File: src/design/cbu_pkg.sv
// Shared constants and types for the coprocessor condition branch unit.
// Assumes a 32-bit instruction word and an AXI4-Lite register port with 32-bit data.
package cbu_pkg;

  // Instruction encoding
  localparam logic [5:0] CBU_OP_COP = 6'h12;
  localparam logic [4:0] CBU_SUB_ZERO = 5'h09;
  localparam logic [4:0] CBU_SUB_NONZERO = 5'h0D;
  localparam logic [4:0] CBU_SUB_LEGACY = 5'h08;
  localparam int CBU_OP_MSB = 31;
  localparam int CBU_OP_LSB = 26;
  localparam int CBU_SUB_MSB = 25;
  localparam int CBU_SUB_LSB = 21;
  localparam int CBU_SEL_MSB = 20;
  localparam int CBU_SEL_LSB = 16;
  localparam int CBU_CC_MSB = 20;
  localparam int CBU_CC_LSB = 18;
  localparam int CBU_LIKELY_BIT = 17;
  localparam int CBU_TRUE_BIT = 16;
  localparam int CBU_OFF_MSB = 15;

  // Target arithmetic
  localparam logic [31:0] CBU_PC_STEP = 32'h0000_0004;
  localparam int CBU_OFF_SHIFT = 2;

  // Register byte offsets
  localparam logic [11:0] CBU_ADDR_CTRL = 12'h000;
  localparam logic [11:0] CBU_ADDR_STATUS = 12'h004;
  localparam logic [11:0] CBU_ADDR_MASK = 12'h008;
  localparam logic [11:0] CBU_ADDR_TARGET = 12'h00C;
  localparam logic [11:0] CBU_ADDR_STATE = 12'h010;

  // Control fields and reset value
  localparam int CBU_CTRL_REL6_BIT = 0;
  localparam int CBU_CTRL_COPEN_BIT = 1;
  localparam logic [1:0] CBU_CTRL_RESET = 2'h1;

  // Status and mask layout
  localparam int CBU_EVT_W = 4;
  localparam int CBU_EVT_CU = 0;
  localparam int CBU_EVT_RI = 1;
  localparam int CBU_EVT_NULL = 2;
  localparam int CBU_EVT_TAKEN = 3;
  localparam logic [3:0] CBU_MASK_RESET = 4'h0;

  // Bus responses
  localparam logic [1:0] CBU_RESP_OKAY = 2'h0;
  localparam logic [1:0] CBU_RESP_SLVERR = 2'h2;

  typedef enum logic [1:0] {
    CBU_IDLE = 2'b01,
    CBU_SLOT = 2'b10
  } cbu_state_t;

endpackage

File: src/design/cbu_branch_unit.sv
// Branch resolution for branches on a second-coprocessor condition.
// Assumes the core offers one instruction per issue_valid and flags its own
// control transfers on issue_is_cti; the coprocessor drives all 32 conditions.
`timescale 1ns/100ps

// Operation
// - Current zero form branches on condition 0, non-zero form on condition non-zero.
// - The 5-bit selector reaches the coprocessor unchanged; 32 conditions possible.
// - Target is next instruction address plus sign-extended offset shifted by two.
// - Non-likely branches execute the delay slot before the target fetch.
// - New-release mode: control transfer in a delay slot raises reserved instruction.
// - Coprocessor access disabled raises coprocessor unusable, no evaluation.
// - Legacy false forms branch when the coded condition reads 0.
// - Legacy true forms branch when the coded condition reads 1.
// - Legacy likely forms nullify the slot when not taken.
// - Legacy forms carry a 3-bit code; code 0 is the default.
// - New-release mode has only the current forms; old-release mode has only the legacy forms.
// - Likely forms predict taken and bypass the prediction tables.
// - Current forms decode from fixed opcode, sub-op, selector and offset fields.
module cbu_branch_unit
  import cbu_pkg::*;
#(
  parameter int AW = 32
)
(
  // Clock and reset
  input wire logic aclk,
  input wire logic aresetn,
  // Register port, write channels
  input wire logic [11:0] awaddr,
  input wire logic awvalid,
  output logic awready,
  input wire logic [31:0] wdata,
  input wire logic [3:0] wstrb,
  input wire logic wvalid,
  output logic wready,
  output logic [1:0] bresp,
  output logic bvalid,
  input wire logic bready,
  // Register port, read channels
  input wire logic [11:0] araddr,
  input wire logic arvalid,
  output logic arready,
  output logic [31:0] rdata,
  output logic [1:0] rresp,
  output logic rvalid,
  input wire logic rready,
  // Instruction issue from the core
  input wire logic issue_valid,
  input wire logic [31:0] issue_instr,
  input wire logic [AW-1:0] issue_pc,
  input wire logic issue_is_cti,
  // Coprocessor conditions
  input wire logic [31:0] cop_cond_vec,
  output logic [4:0] cop_cond_sel,
  // Resolution results
  output logic res_valid,
  output logic res_taken,
  output logic predict_taken,
  output logic predict_bypass,
  output logic redirect_valid,
  output logic [AW-1:0] redirect_target,
  output logic slot_nullify,
  output logic exc_cop_unusable,
  output logic exc_reserved,
  // Interrupt
  output logic irq
);

  cbu_state_t state_r;
  logic cur_zero, cur_nonzero, legacy, legacy_true, legacy_likely;
  logic [4:0] sel;
  logic [15:0] offset;
  logic [AW-1:0] target;
  logic [1:0] ctrl_r;
  logic [CBU_EVT_W-1:0] status_r, mask_r, evt_set, evt_clr;
  logic rel6, cop_en, any_branch, form_ok, cond_bit, taken_now;
  logic issue_branch, eval, cu_now, slot_now, slot_cti_now, ri_now;
  logic slot_taken_r, slot_likely_r;
  logic [AW-1:0] slot_target_r;
  logic res_valid_r, res_taken_r, pred_taken_r, pred_bypass_r;
  logic redirect_valid_r, nullify_r, exc_cu_r, exc_ri_r;
  logic [AW-1:0] redirect_target_r;
  logic [4:0] cop_cond_sel_r;
  logic aw_hold_r, w_hold_r, bvalid_r, rvalid_r;
  logic [11:0] awaddr_r;
  logic [31:0] wdata_r, rdata_r;
  logic [3:0] wstrb_r;
  logic [1:0] bresp_r, rresp_r;
  logic do_write, ar_take;
  logic [7:0] ctrl_lane, mask_lane;

  // Known register offsets, shared by read and write decode
  function automatic logic addr_known(input logic [11:0] a);
    addr_known = (a == CBU_ADDR_CTRL) || (a == CBU_ADDR_STATUS) || (a == CBU_ADDR_MASK) ||
                 (a == CBU_ADDR_TARGET) || (a == CBU_ADDR_STATE);
  endfunction

  // Byte-lane merge for the narrow writable registers
  function automatic logic [7:0] lane0(input logic [7:0] old, input logic [7:0] nw, input logic en);
    lane0 = en ? nw : old;
  endfunction

  cbu_decode u_decode (
    .instr(issue_instr),
    .cur_zero(cur_zero),
    .cur_nonzero(cur_nonzero),
    .legacy(legacy),
    .legacy_true(legacy_true),
    .legacy_likely(legacy_likely),
    .cond_sel(sel),
    .offset(offset)
  );

  cbu_target #(.AW(AW)) u_target (
    .pc(issue_pc),
    .offset(offset),
    .target(target)
  );

  // Configuration bits
  assign rel6 = ctrl_r[CBU_CTRL_REL6_BIT];
  assign cop_en = ctrl_r[CBU_CTRL_COPEN_BIT];
  assign any_branch = cur_zero || cur_nonzero || legacy;

  // Which forms exist depends on the configured release
  // release form gating
  assign form_ok = rel6 ? (cur_zero || cur_nonzero) : legacy;

  // Every selector value reaches the condition vector
  // full selector range
  assign cond_bit = cop_cond_vec[sel];

  // Branch sense per form
  // zero and non-zero sense
  assign taken_now = cur_zero ? !cond_bit :
                     cur_nonzero ? cond_bit :
                     legacy_true ? cond_bit : !cond_bit;

  // Issue qualifiers; a branch sitting in a slot never starts a new resolution
  assign issue_branch = issue_valid && (state_r == CBU_IDLE) && any_branch;
  assign eval = issue_branch && form_ok && cop_en;
  assign cu_now = issue_branch && form_ok && !cop_en;
  assign slot_now = issue_valid && (state_r == CBU_SLOT);
  // Old-release slots are left alone, only new-release mode traps
  // slot transfer trap
  assign slot_cti_now = slot_now && rel6 && (issue_is_cti || any_branch);
  assign ri_now = (issue_branch && !form_ok) || slot_cti_now;

  // Branch and delay-slot sequencing
  always_ff @(posedge aclk)
  begin
    if (!aresetn)
      state_r <= CBU_IDLE;
    else
      case (state_r)
        CBU_IDLE: if (eval) state_r <= CBU_SLOT;
        CBU_SLOT: if (issue_valid) state_r <= CBU_IDLE;
        default: state_r <= CBU_IDLE;
      endcase
  end

  // Remember the pending outcome until the slot instruction shows up
  always_ff @(posedge aclk)
  begin
    if (!aresetn)
    begin
      slot_taken_r <= 1'b0;
      slot_likely_r <= 1'b0;
      slot_target_r <= '0;
    end
    else if (eval)
    begin
      slot_taken_r <= taken_now;
      slot_likely_r <= legacy && legacy_likely;
      slot_target_r <= target;
    end
  end

  // Resolution and prediction pulses, one cycle after issue
  always_ff @(posedge aclk)
  begin
    if (!aresetn)
    begin
      res_valid_r <= 1'b0;
      res_taken_r <= 1'b0;
      pred_taken_r <= 1'b0;
      pred_bypass_r <= 1'b0;
      cop_cond_sel_r <= 5'h00;
    end
    else
    begin
      res_valid_r <= eval;
      res_taken_r <= eval && taken_now;
      // Likely forms are static taken so the tables never see them
      // static likely prediction
      pred_taken_r <= eval && (legacy_likely ? legacy : 1'b0);
      pred_bypass_r <= eval && legacy && legacy_likely;
      if (eval)
        cop_cond_sel_r <= sel;
    end
  end

  // Slot completion: redirect only after the slot instruction has issued
  always_ff @(posedge aclk)
  begin
    if (!aresetn)
    begin
      redirect_valid_r <= 1'b0;
      redirect_target_r <= '0;
      nullify_r <= 1'b0;
    end
    else
    begin
      redirect_valid_r <= slot_now && slot_taken_r && !slot_cti_now;
      if (slot_now && slot_taken_r && !slot_cti_now)
        redirect_target_r <= slot_target_r;
      nullify_r <= slot_now && slot_likely_r && !slot_taken_r && !slot_cti_now;
    end
  end

  // Exception pulses; a missing form wins over a disabled coprocessor
  always_ff @(posedge aclk)
  begin
    if (!aresetn)
    begin
      exc_cu_r <= 1'b0;
      exc_ri_r <= 1'b0;
    end
    else
    begin
      exc_cu_r <= cu_now;
      exc_ri_r <= ri_now;
    end
  end

  // Sticky events; a set in the clearing cycle survives
  assign evt_set = {eval && taken_now, slot_now && slot_likely_r && !slot_taken_r && !slot_cti_now,
                    ri_now, cu_now};
  assign evt_clr = (ar_take && (araddr == CBU_ADDR_STATUS)) ? {CBU_EVT_W{1'b1}} : {CBU_EVT_W{1'b0}};

  always_ff @(posedge aclk)
  begin
    if (!aresetn)
      status_r <= '0;
    else
      status_r <= (status_r & ~evt_clr) | evt_set;
  end

  // Write address and data may arrive in either order
  assign awready = !aw_hold_r && !bvalid_r;
  assign wready = !w_hold_r && !bvalid_r;
  assign do_write = aw_hold_r && w_hold_r;

  always_ff @(posedge aclk)
  begin
    if (!aresetn)
    begin
      aw_hold_r <= 1'b0;
      w_hold_r <= 1'b0;
      awaddr_r <= 12'h000;
      wdata_r <= 32'h0000_0000;
      wstrb_r <= 4'h0;
    end
    else
    begin
      if (awvalid && awready)
      begin
        aw_hold_r <= 1'b1;
        awaddr_r <= awaddr;
      end
      else if (do_write)
        aw_hold_r <= 1'b0;
      if (wvalid && wready)
      begin
        w_hold_r <= 1'b1;
        wdata_r <= wdata;
        wstrb_r <= wstrb;
      end
      else if (do_write)
        w_hold_r <= 1'b0;
    end
  end

  // Byte 0 merged first; each register keeps only its own low bits
  assign ctrl_lane = lane0({6'h00, ctrl_r}, wdata_r[7:0], wstrb_r[0]);
  assign mask_lane = lane0({4'h0, mask_r}, wdata_r[7:0], wstrb_r[0]);

  // Writable registers; status is read-clear only
  always_ff @(posedge aclk)
  begin
    if (!aresetn)
    begin
      ctrl_r <= CBU_CTRL_RESET;
      mask_r <= CBU_MASK_RESET;
    end
    else if (do_write)
    begin
      if (awaddr_r == CBU_ADDR_CTRL)
        ctrl_r <= ctrl_lane[1:0];
      else if (awaddr_r == CBU_ADDR_MASK)
        mask_r <= mask_lane[3:0];
    end
  end

  // Write response, held until accepted
  always_ff @(posedge aclk)
  begin
    if (!aresetn)
    begin
      bvalid_r <= 1'b0;
      bresp_r <= CBU_RESP_OKAY;
    end
    else if (do_write)
    begin
      bvalid_r <= 1'b1;
      bresp_r <= addr_known(awaddr_r) ? CBU_RESP_OKAY : CBU_RESP_SLVERR;
    end
    else if (bready)
      bvalid_r <= 1'b0;
  end

  // Read channel: one outstanding read, answered the cycle after the address
  assign arready = !rvalid_r;
  assign ar_take = arvalid && arready;

  always_ff @(posedge aclk)
  begin
    if (!aresetn)
    begin
      rvalid_r <= 1'b0;
      rdata_r <= 32'h0000_0000;
      rresp_r <= CBU_RESP_OKAY;
    end
    else if (ar_take)
    begin
      rvalid_r <= 1'b1;
      rresp_r <= addr_known(araddr) ? CBU_RESP_OKAY : CBU_RESP_SLVERR;
      if (araddr == CBU_ADDR_CTRL)
        rdata_r <= {30'h0000_0000, ctrl_r};
      else if (araddr == CBU_ADDR_STATUS)
        rdata_r <= {28'h000_0000, status_r};
      else if (araddr == CBU_ADDR_MASK)
        rdata_r <= {28'h000_0000, mask_r};
      else if (araddr == CBU_ADDR_TARGET)
        rdata_r <= 32'(slot_target_r);
      else if (araddr == CBU_ADDR_STATE)
        rdata_r <= {28'h000_0000, slot_likely_r, slot_taken_r, state_r};
      else
        rdata_r <= 32'h0000_0000;
    end
    else if (rready)
      rvalid_r <= 1'b0;
  end

  // Output drive
  assign bvalid = bvalid_r;
  assign bresp = bresp_r;
  assign rvalid = rvalid_r;
  assign rdata = rdata_r;
  assign rresp = rresp_r;
  assign cop_cond_sel = cop_cond_sel_r;
  assign res_valid = res_valid_r;
  assign res_taken = res_taken_r;
  assign predict_taken = pred_taken_r;
  assign predict_bypass = pred_bypass_r;
  assign redirect_valid = redirect_valid_r;
  assign redirect_target = redirect_target_r;
  assign slot_nullify = nullify_r;
  assign exc_cop_unusable = exc_cu_r;
  assign exc_reserved = exc_ri_r;
  // Level interrupt straight off the sticky bits
  assign irq = |(status_r & mask_r);
endmodule // cbu_branch_unit

File: src/design/cbu_decode.sv
// Instruction field decoder for the coprocessor condition branches.
// Assumes the instruction word is stable for the cycle it is offered.
`timescale 1ns/100ps
module cbu_decode
  import cbu_pkg::*;
(
  // Instruction in
  input wire logic [31:0] instr,
  // Decoded forms
  output logic cur_zero,
  output logic cur_nonzero,
  output logic legacy,
  output logic legacy_true,
  output logic legacy_likely,
  // Fields
  output logic [4:0] cond_sel,
  output logic [15:0] offset
);

  logic cop_major;

  // Major opcode and sub-op compare
  // fixed field decode
  assign cop_major = (instr[CBU_OP_MSB:CBU_OP_LSB] == CBU_OP_COP);
  assign cur_zero = cop_major && (instr[CBU_SUB_MSB:CBU_SUB_LSB] == CBU_SUB_ZERO);
  assign cur_nonzero = cop_major && (instr[CBU_SUB_MSB:CBU_SUB_LSB] == CBU_SUB_NONZERO);
  assign legacy = cop_major && (instr[CBU_SUB_MSB:CBU_SUB_LSB] == CBU_SUB_LEGACY);
  assign legacy_true = instr[CBU_TRUE_BIT];
  assign legacy_likely = instr[CBU_LIKELY_BIT];

  // Legacy forms use a 3-bit code, zero-extended into the common selector
  // three-bit code select
  assign cond_sel = legacy ? {2'h0, instr[CBU_CC_MSB:CBU_CC_LSB]} : instr[CBU_SEL_MSB:CBU_SEL_LSB];
  assign offset = instr[CBU_OFF_MSB:0];

endmodule // cbu_decode

File: src/design/cbu_target.sv
// PC-relative branch target adder.
// Assumes the PC given is the address of the branch itself.
`timescale 1ns/100ps
module cbu_target
  import cbu_pkg::*;
#(
  parameter int AW = 32
)
(
  // Operands
  input wire logic [AW-1:0] pc,
  input wire logic [15:0] offset,
  // Result
  output logic [AW-1:0] target
);

  logic [AW-1:0] disp;

  // Shift by two, sign-extend, add to the following instruction address
  // target formation
  assign disp = {{(AW-18){offset[15]}}, offset, {CBU_OFF_SHIFT{1'b0}}};
  assign target = pc + CBU_PC_STEP[AW-1:0] + disp;

endmodule // cbu_target

File: config.mk
export PLATFORM = sky130hd
export DESIGN_NAME = cbu_branch_unit
export DESIGN_NICKNAME = d
export VERILOG_FILES = /design/src/design/cbu_pkg.sv /design/src/design/cbu_branch_unit.sv /design/src/design/cbu_decode.sv /design/src/design/cbu_target.sv
export SDC_FILE = /design/constraint.sdc
export NUM_CORES = 1
export LEC_CHECK = 0
export BUFFER_PORTS_ARGS = -buffer_cell sky130_fd_sc_hd__buf_4
export CORE_UTILIZATION = 56
export CTS_CLUSTER_DIAMETER = 60
export DETAILED_ROUTE_END_ITERATION = 10
export PLACE_DENSITY = 0.95
export SYNTH_ARGS = -nofsm -noshare
export SYNTH_HDL_FRONTEND = slang
export SYNTH_HIERARCHICAL = 1
export SYNTH_SLANG_ARGS = --single-unit
File: constraint.sdc
create_clock -name aclk -period 5.3 [get_ports aclk]
set_input_delay 0.265 -clock aclk [delete_from_list [all_inputs] [get_ports aclk]]
set_output_delay 0.265 -clock aclk [all_outputs]
set_load 0.03 [all_outputs]
==> reports/metrics.yaml, run 1 <==
worstPathRequired_ns: 5.57
synthToLayoutAreaGrowth_pct: 27.6
place_worst_setup_slack_ns: 2.21
timing.slew.headroom: 0.258
hold_class: "primary input to register"
combPwrFrac: 0.165
drv_cap: 0
status: "finished, final reports clean"
power_mw: 2.94
worst-path-max-fanout: 22
fin_tns_setup_ns: 0
vias_per_cell: 5.67
numCtsBuffers: 17
final-setup-viol-count: 0
die_width_um: 122
cts_tree: "built"
htreeDepth: 4
nFillCells: 1041
placed_area_um2: 9630
worstSetupPathType: "primary input to register"
internal_power_mw: 2.20
setup_slack_ns: 2.54
regArea_um2: 2920
io_buffers: 218
drt-initial-drc-count: 556
clkLatencyLatePin_ns: 0.41
wl_met2_mm: 10.4
ctsHoldBuffers: 0
drtAntennaViolNets: 0
cp-endpoint: "slot_taken_r"
grt_pass1_wl_mm: 33.2
postLayoutCellArea_um2: 10300
grt_use_total: 0.281
antenna_cells: 0
timing.rr.start: "ctrl_r[0]"
coreArea_um2: 14000
p_sw_uw: 739
min_path_cells: 2
finalHoldViolations: 0
cpPeakStageDelay_ns: 0.58
crit_start: "issue_instr[31]"
die_area_um2: 14900
multi_input_area_um2: 4710
drc: 0
instances_no_fill: 1322
ys.flop_type: "dfxtp_1"
die_h_um: 122
clkSlewWorstSetupHoldPaths_ns: 0.06
critPathSlowestCell: "nand2_1"
syn_inst: 951
ys_ff_latch: 146
num_rows: 43
wl_met1_mm: 8.41
wl_met3_mm: 1.56
start_util: 0.577
drive_above_1_share: 0.242
overflow: 0
cts_sinks: 146
tightest_slew_ns: 1.11
power_frac_clock: 0.454
layout.nets: 1352
syn_area_um2: 8070
post_synth.cell_area_avg_um2: 8.48
vias: 7493
boundaryPins: 252
end_kind: "register"
p_per_area_nw_per_um2: 285
hpwl_mm: 15.3
p_seq_frac: 0.381
post_cts_buffers: 0
fmax_ghz: 0.362
cts_resized: 0
yosysUniqueCellTypes: 65
skew_ns: 0.0102
wl_mm: 20.8
yosys_warnings: 6
wl_per_cell_um: 15.8
highest_layer: "met4"
p_leak_nw: 4.49
reg2reg_depth: 6
grt_pass1_vias: 7233
start_kind: "primary input"
worst_r2r_endpoint: "slot_taken_r"
fin_crit_ns: 2.76
dr.pass1.iters: 5
gp_congestion: 0.928
grt_max_degree: 139
cts_root_buffer: "clkbuf_16"
cp.arrival_ns: 3.03
dp.cells: 1290
clk_path_buf_depth: 2
rsz0062_at_grt: "false"
drv_slew: 0
antenna_found_initial: 0
synth_edf_count: 0
ys_seq_area_frac: 0.362
ir_drop_mv: 0.226
async_flop_share: 0
worst-r2r-setup-slack_ns: 2.86
crit_chain: "buf_4 -> and4bb_2 -> nand2_1 -> nor3_1 -> nor2_1 -> a211oi_1 -> nand2_1 -> buf_4 -> nand3_1 -> nand3_1"
switching_share: 0.252
fin_crit_sh: 0.521
## power groups by stage
stage                     Combinational [mW]  Clock (mW)  Sequential [mW]
after floorplan                        0.328           0             1.14
after global placement                 0.463           0             1.14
after detailed placement               0.474           0             1.14
after CTS                              0.478        1.35             1.12
after global routing                   0.532        1.40             1.12
final                                  0.483        1.33             1.12
## layer usage
metal | GRT usage | vias up
met5 | 0 | -
met4 | 0.106 | 0
met3 | 0.0660 | 44
met2 | 0.501 | 295
met1 | 0.323 | 3512
li1 | - | 3642
## cell type report
| class | instances | area share |
|---|---|---|
| Tap cell | 180 | 0.0219 |
| Clock buffer | 18 | 0.0427 |
| Clock inverter | 14 | 0.0218 |
| Timing Repair Buffer | 225 | 0.164 |
| Multi-Input combinational cell | 718 | 0.458 |
| Sequential cell | 146 | 0.284 |
| Inverter | 21 | 0.00766 |
## worst max-delay path, delay by kind of cell
| family | cells | cell delay [ns] |
|---|---|---|
| simple gates | 7 | 1.69 |
| buf+inv | 2 | 0.51 |
| compound gates | 1 | 0.54 |
## cells in the mapped netlist, types with 10 or more instances
cell type,number,share of area
nand2b_1,11,0.0085
o21ai_0,23,0.014
a21boi_1,16,0.015
nand2_1,203,0.094
and2_1,17,0.013
clkbuf_1,32,0.015
a21o_1,16,0.015
inv_1,20,0.0093
a21oi_1,31,0.019
mux2i_1,29,0.036
nor2_1,28,0.013
xnor2_1,18,0.020
a21boi_0,69,0.064
nand3_1,14,0.0087
dfxtp_1,146,0.36
buf_4,25,0.023
xor2_1,11,0.012
nor2b_1,47,0.036
buf_2,10,0.0062
a22oi_1,38,0.035
ha_1,57,0.088
## sequential cells by signal, indices dropped and copies added (netlist names), 2 cells and up
register and cells:
awaddr_r 12, cop_cond_sel 5, ctrl_r 2, mask_r 4
rdata 32, redirect_target 32, slot_target_r 32, state_r 2
status_r 4, wdata_r 4
## cells by family after synthesis
kind of cell,count (synthesis),share of synthesized area
and+or+nand+nor,360,0.212
AOI/OAI and AO/OA,237,0.207
DFF,146,0.362
buffers and inverters,88,0.0541
adders and majority gates,58,0.0909
muxes,32,0.0416
xor gates and xnor gates,29,0.0315
other,1,0.000465
## metrics by stage
stage	hold slack [ns]	utilization
after floorplan	0.403	-
after global placement	0.443	0.688
after detailed placement	0.448	0.688
after CTS	0.0769	0.736
after global routing	0.0876	0.736
final	0.0870	0.736
## layout by cell type, fill, tap and decap left out, drive strengths merged, types with 3 or more instances in the layout
cell	count
buf	225
nand2	203
dfxtp	146
a21boi	85
ha	57
nor2b	47
a22oi	38
a21oi	32
nor2	30
mux2i	29
o21ai	28
inv	25
xnor2	18
and2	18
clkbuf	18
a21o	16
nand3	14
nand2b	11
xor2	11
and3	8
nor3	6
a31oi	6
nand4	6
bufinv	5
a211oi	5
clkinv	5
a32oi	4
nand3b	4
o21a	4
o21bai	4
o211ai	3
mux2	3
## how the worst min path moves through the flow
stage	from	endpoint	slack, ns
CTS	arvalid	rvalid	0.08
floorplan	arvalid	rvalid	0.40
finish	arvalid	rvalid	0.09
detailed placement	redirect_target[31]	redirect_target[31]	0.45
global route	arvalid	rvalid	0.09
global placement	redirect_target[2]	redirect_target[2]	0.44
No activity file was read; power rests on OpenSTA's default activity.
==> run 2: changes to the inputs <==
--- a/config.mk
+++ b/config.mk
@@ -5,11 +5,12 @@
 export SDC_FILE = /design/constraint.sdc
 export NUM_CORES = 1
 export LEC_CHECK = 0
+export ABC_AREA = 1
 export BUFFER_PORTS_ARGS = -buffer_cell sky130_fd_sc_hd__buf_4
-export CORE_UTILIZATION = 56
+export CORE_UTILIZATION = 53
 export CTS_CLUSTER_DIAMETER = 60
 export DETAILED_ROUTE_END_ITERATION = 10
-export PLACE_DENSITY = 0.95
+export PLACE_DENSITY = 0.9
 export SYNTH_ARGS = -nofsm -noshare
 export SYNTH_HDL_FRONTEND = slang
 export SYNTH_HIERARCHICAL = 1
==> constraint.sdc (replaced) <==
create_clock -name aclk -period 2.6 [get_ports aclk]
set_input_delay 0.13 -clock aclk [delete_from_list [all_inputs] [get_ports aclk]]
set_output_delay 0.13 -clock aclk [all_outputs]
set_load 0.03 [all_outputs]
==> run 2 against run 1 <==
Effect of this change: sequential power up 100%; via count up 21%; core utilization down 4.6 points; non-clock buffer count up 15; register-to-register slack worse by 2.0 ns; clock skew up 0.0045 ns; count of clock-buffer cells in the layout down 1; clock power up 82%; wire length up 22%; critical path type unchanged; critical endpoint is now slot_target_r[25]; largest power group unchanged.
==> reports/metrics.yaml, run 2 <==
status: "finished, final reports clean"
worstHoldStart: "awaddr[5]"
skew_ns: 0.0147  # +0.00454 ns
hpwl_mm: 19.1  # +25%
synthAdderAreaFrac: 0.0838  # -0.00712
yosysUniqueCellTypes: 45  # -31%
clk_path_buf_depth: 2  # unchanged
hold-path-endpoint: "awaddr_r[5]"
cpPeakStageDelay_ns: 0.50  # -0.08 ns
timing.slew.headroom: 0.611  # +0.352
drv_cap: 0  # unchanged
layout.nets: 1737  # +28%
ctsHoldBuffers: 12  # +12
dp.cells: 1699  # +32%
synthTopCellsByCount: "nand2_1, nor2_1, inv_1"
fmax_ghz: 0.527
ys_ff_latch: 146  # unchanged
clkSlewWorstSetupHoldPaths_ns: 0.07  # about the same
synthToLayoutAreaGrowth_pct: 26.0
synth_top_area_frac: 0.334  # -0.0284
post_cts_buffers: 0  # unchanged
antenna_found_initial: 0  # unchanged
cts_root_buffer: "clkbuf_16"
final-setup-viol-count: 0  # unchanged
dr.pass1.iters: 6  # +1
clkLatencyLatePin_ns: 0.42  # about the same
wl_per_cell_um: 14.5  # -7.7%
grt_pass1_vias: 8334  # +15%
antenna_cells: 0  # unchanged
gp_congestion: 0.926  # -0.20%
worstSetupPathType: "primary input to register"
fin_tns_setup_ns: 0  # unchanged
synthTopCellsByArea: "dfxtp_1, nand2_1, nor2_1"
tightest_slew_ns: 0.583  # -0.529 ns
vias_per_cell: 5.19  # -8.5%
path_common_cell: "nand2_1"
post_synth.cell_area_avg_um2: 6.66  # -22%
grt_max_degree: 42  # -70%
yosys_warnings: 6  # unchanged
ir_drop_mv: 0.501  # +120%
critPathTopFamily: "adder cells"
synthMuxAreaShare: 0  # -0.0416
p_per_area_nw_per_um2: 533  # +87%
synth.most_common_cell: "nand2_1"
drt-initial-drc-count: 563  # +1.3%
fin_crit_ns: 1.90
io_buffers: 218  # unchanged
crit_buf_inv: 3  # +1
wl_mm: 25.3  # +22%
start_kind: "primary input"
num_rows: 46  # +7.0%
synth_largest_area_cell: "dfxtp_1"
drive_above_1_share: 0.208  # -0.0341
die_width_um: 131  # +7.0%
coreArea_um2: 16000  # +14%
worst_r2r_endpoint: "slot_target_r[29]"
synth_top_family_by_area: "simple AND/OR/NAND/NOR gates"
async_flop_share: 0  # unchanged
drtAntennaViolNets: 0  # unchanged
vias: 9041  # +21%
synth_edf_count: 0  # unchanged
hold_class: "primary input to register"
grt_use_total: 0.297  # +0.0161
cts_sinks: 146  # unchanged
cts_tree: "built"
synth_compound_area_frac: 0.120  # -0.0874
cp.arrival_ns: 2.22  # -0.81 ns
worst-path-max-fanout: 4  # -82%
drc: 0  # unchanged
start_util: 0.547  # -0.0297
end_kind: "register"
ys.flop_type: "dfxtp_1"
boundaryPins: 252  # unchanged
min_path_cells: 3  # +1
layout_common_cells: "nand2_1, buf_4, nor2_1, inv_1, dfxtp_1"
fin_crit_sh: 0.730
grt_pass1_wl_mm: 39.5  # +19%
drv_slew: 0  # unchanged
cts_resized: 0  # unchanged
instances_no_fill: 1743  # +32%
rsz0062_at_grt: "false"
synth_xor_area_frac: 0.0170  # -0.0145
die_area_um2: 17000  # +14%
synthSimpleGateAreaFrac: 0.328  # +0.116
reg2reg_depth: 9  # +3
finalHoldViolations: 0  # unchanged
worstPathRequired_ns: 2.92  # -2.65 ns
final_common_cell: "nand2_1"
syn_area_um2: 8750  # +8.5%
nFillCells: 1360  # +31%
ys_seq_area_frac: 0.334  # -0.0284
htreeDepth: 4  # unchanged
worst-r2r-setup-slack_ns: 0.84  # -2.02 ns
crit_chain: "buf_4 -> inv_1 -> ha_1 -> inv_1 -> ha_1 -> fa_1 -> nand3_1 -> nand3_2 -> nand2_1 -> nand2_2 -> nand2_1 -> nand3_1 -> nand2_1 -> nand2_1 -> nor2_1 -> nor2_1"
overflow: 0  # unchanged
fin_hold_ws_ns: 0.00314  # -0.0839 ns
syn_inst: 1315  # +38%
timing.rr.start: "ctrl_r[0]"
die_h_um: 131  # +7.0%
numCtsBuffers: 17  # unchanged
critPathSlowestCell: "fa_1"
p_leak_nw: 5.63  # +25%
-- run 2: where the power goes --
part	internal [mW]	switching (mW)	leakage [nW]	total, mW
Sequential	2.27	0.0221	1.18	2.29
Clock	1.37	1.05	0.289	2.42
Combinational	0.469	0.699	4.16	1.17
Total	4.11	1.77	5.63	5.88
-- run 2: cell type report --
type	instances	area (µm²)	area share
clock buffer	17	425	0.0386
inverter	160	609	0.0552
multi-input combinational	949	4810	0.436
sequential	146	2920	0.265
tap	216	270	0.0245
timing repair buffer	240	1830	0.166
clock inverter	15	160	0.0145
-- run 2: cell families (layout without fill, tap and decap cells) --
kind of cell | count (synthesis) | in the layout
adders and majority gates | 58 | 58
DFF | 146 | 146
other | 1 | 2
and+or+nand+nor | 669 | 669
buffers and inverters | 221 | 432
AOI/OAI and AO/OA | 203 | 203
xor gates and xnor gates | 17 | 17
-- run 2: per-layer routing --
metal,wire [µm],vias up,track usage
li1,-,4559,-
met1,10400,4055,0.343
met2,12300,364,0.539
met3,1770,63,0.0525
met4,856,0,0.126
met5,0,-,0
-- run 2: worst reg2reg max path, stage by stage (launching register included) --
cell,delay (ns)
dfxtp_1,0.38
inv_1,0.11
nand2_1,0.08
o21ai_2,0.07
nand2_1,0.10
nor2_4,0.04
inv_2,0.43
buf_4,0.28
o21ai_0,0.08
a21oi_1,0.12
-- run 2: stage by stage --
stage	utilization	total power, mW	area [µm²]	setup WS [ns]
6_report	0.689	5.88	11000	0.702
5_1_grt	0.689	6.16	11000	0.529
4_1_cts	0.689	5.90	11000	0.715
3_5_place_dp	0.645	3.48	10300	0.273
3_3_place_gp	0.645	3.45	10300	0.307
2_1_floorplan	-	3.12	8760	0.537
-- run 2: worst max-delay path by stage --
stage,start,to,depth (start not counted)
3_3_place_gp,issue_instr[0],slot_target_r[31],16
2_1_floorplan,issue_instr[1],slot_target_r[31],14
4_1_cts,issue_instr[0],slot_target_r[25],16
5_1_grt,issue_instr[0],slot_target_r[23],16
6_report,issue_instr[0],slot_target_r[25],16
3_5_place_dp,issue_instr[0],slot_target_r[25],16
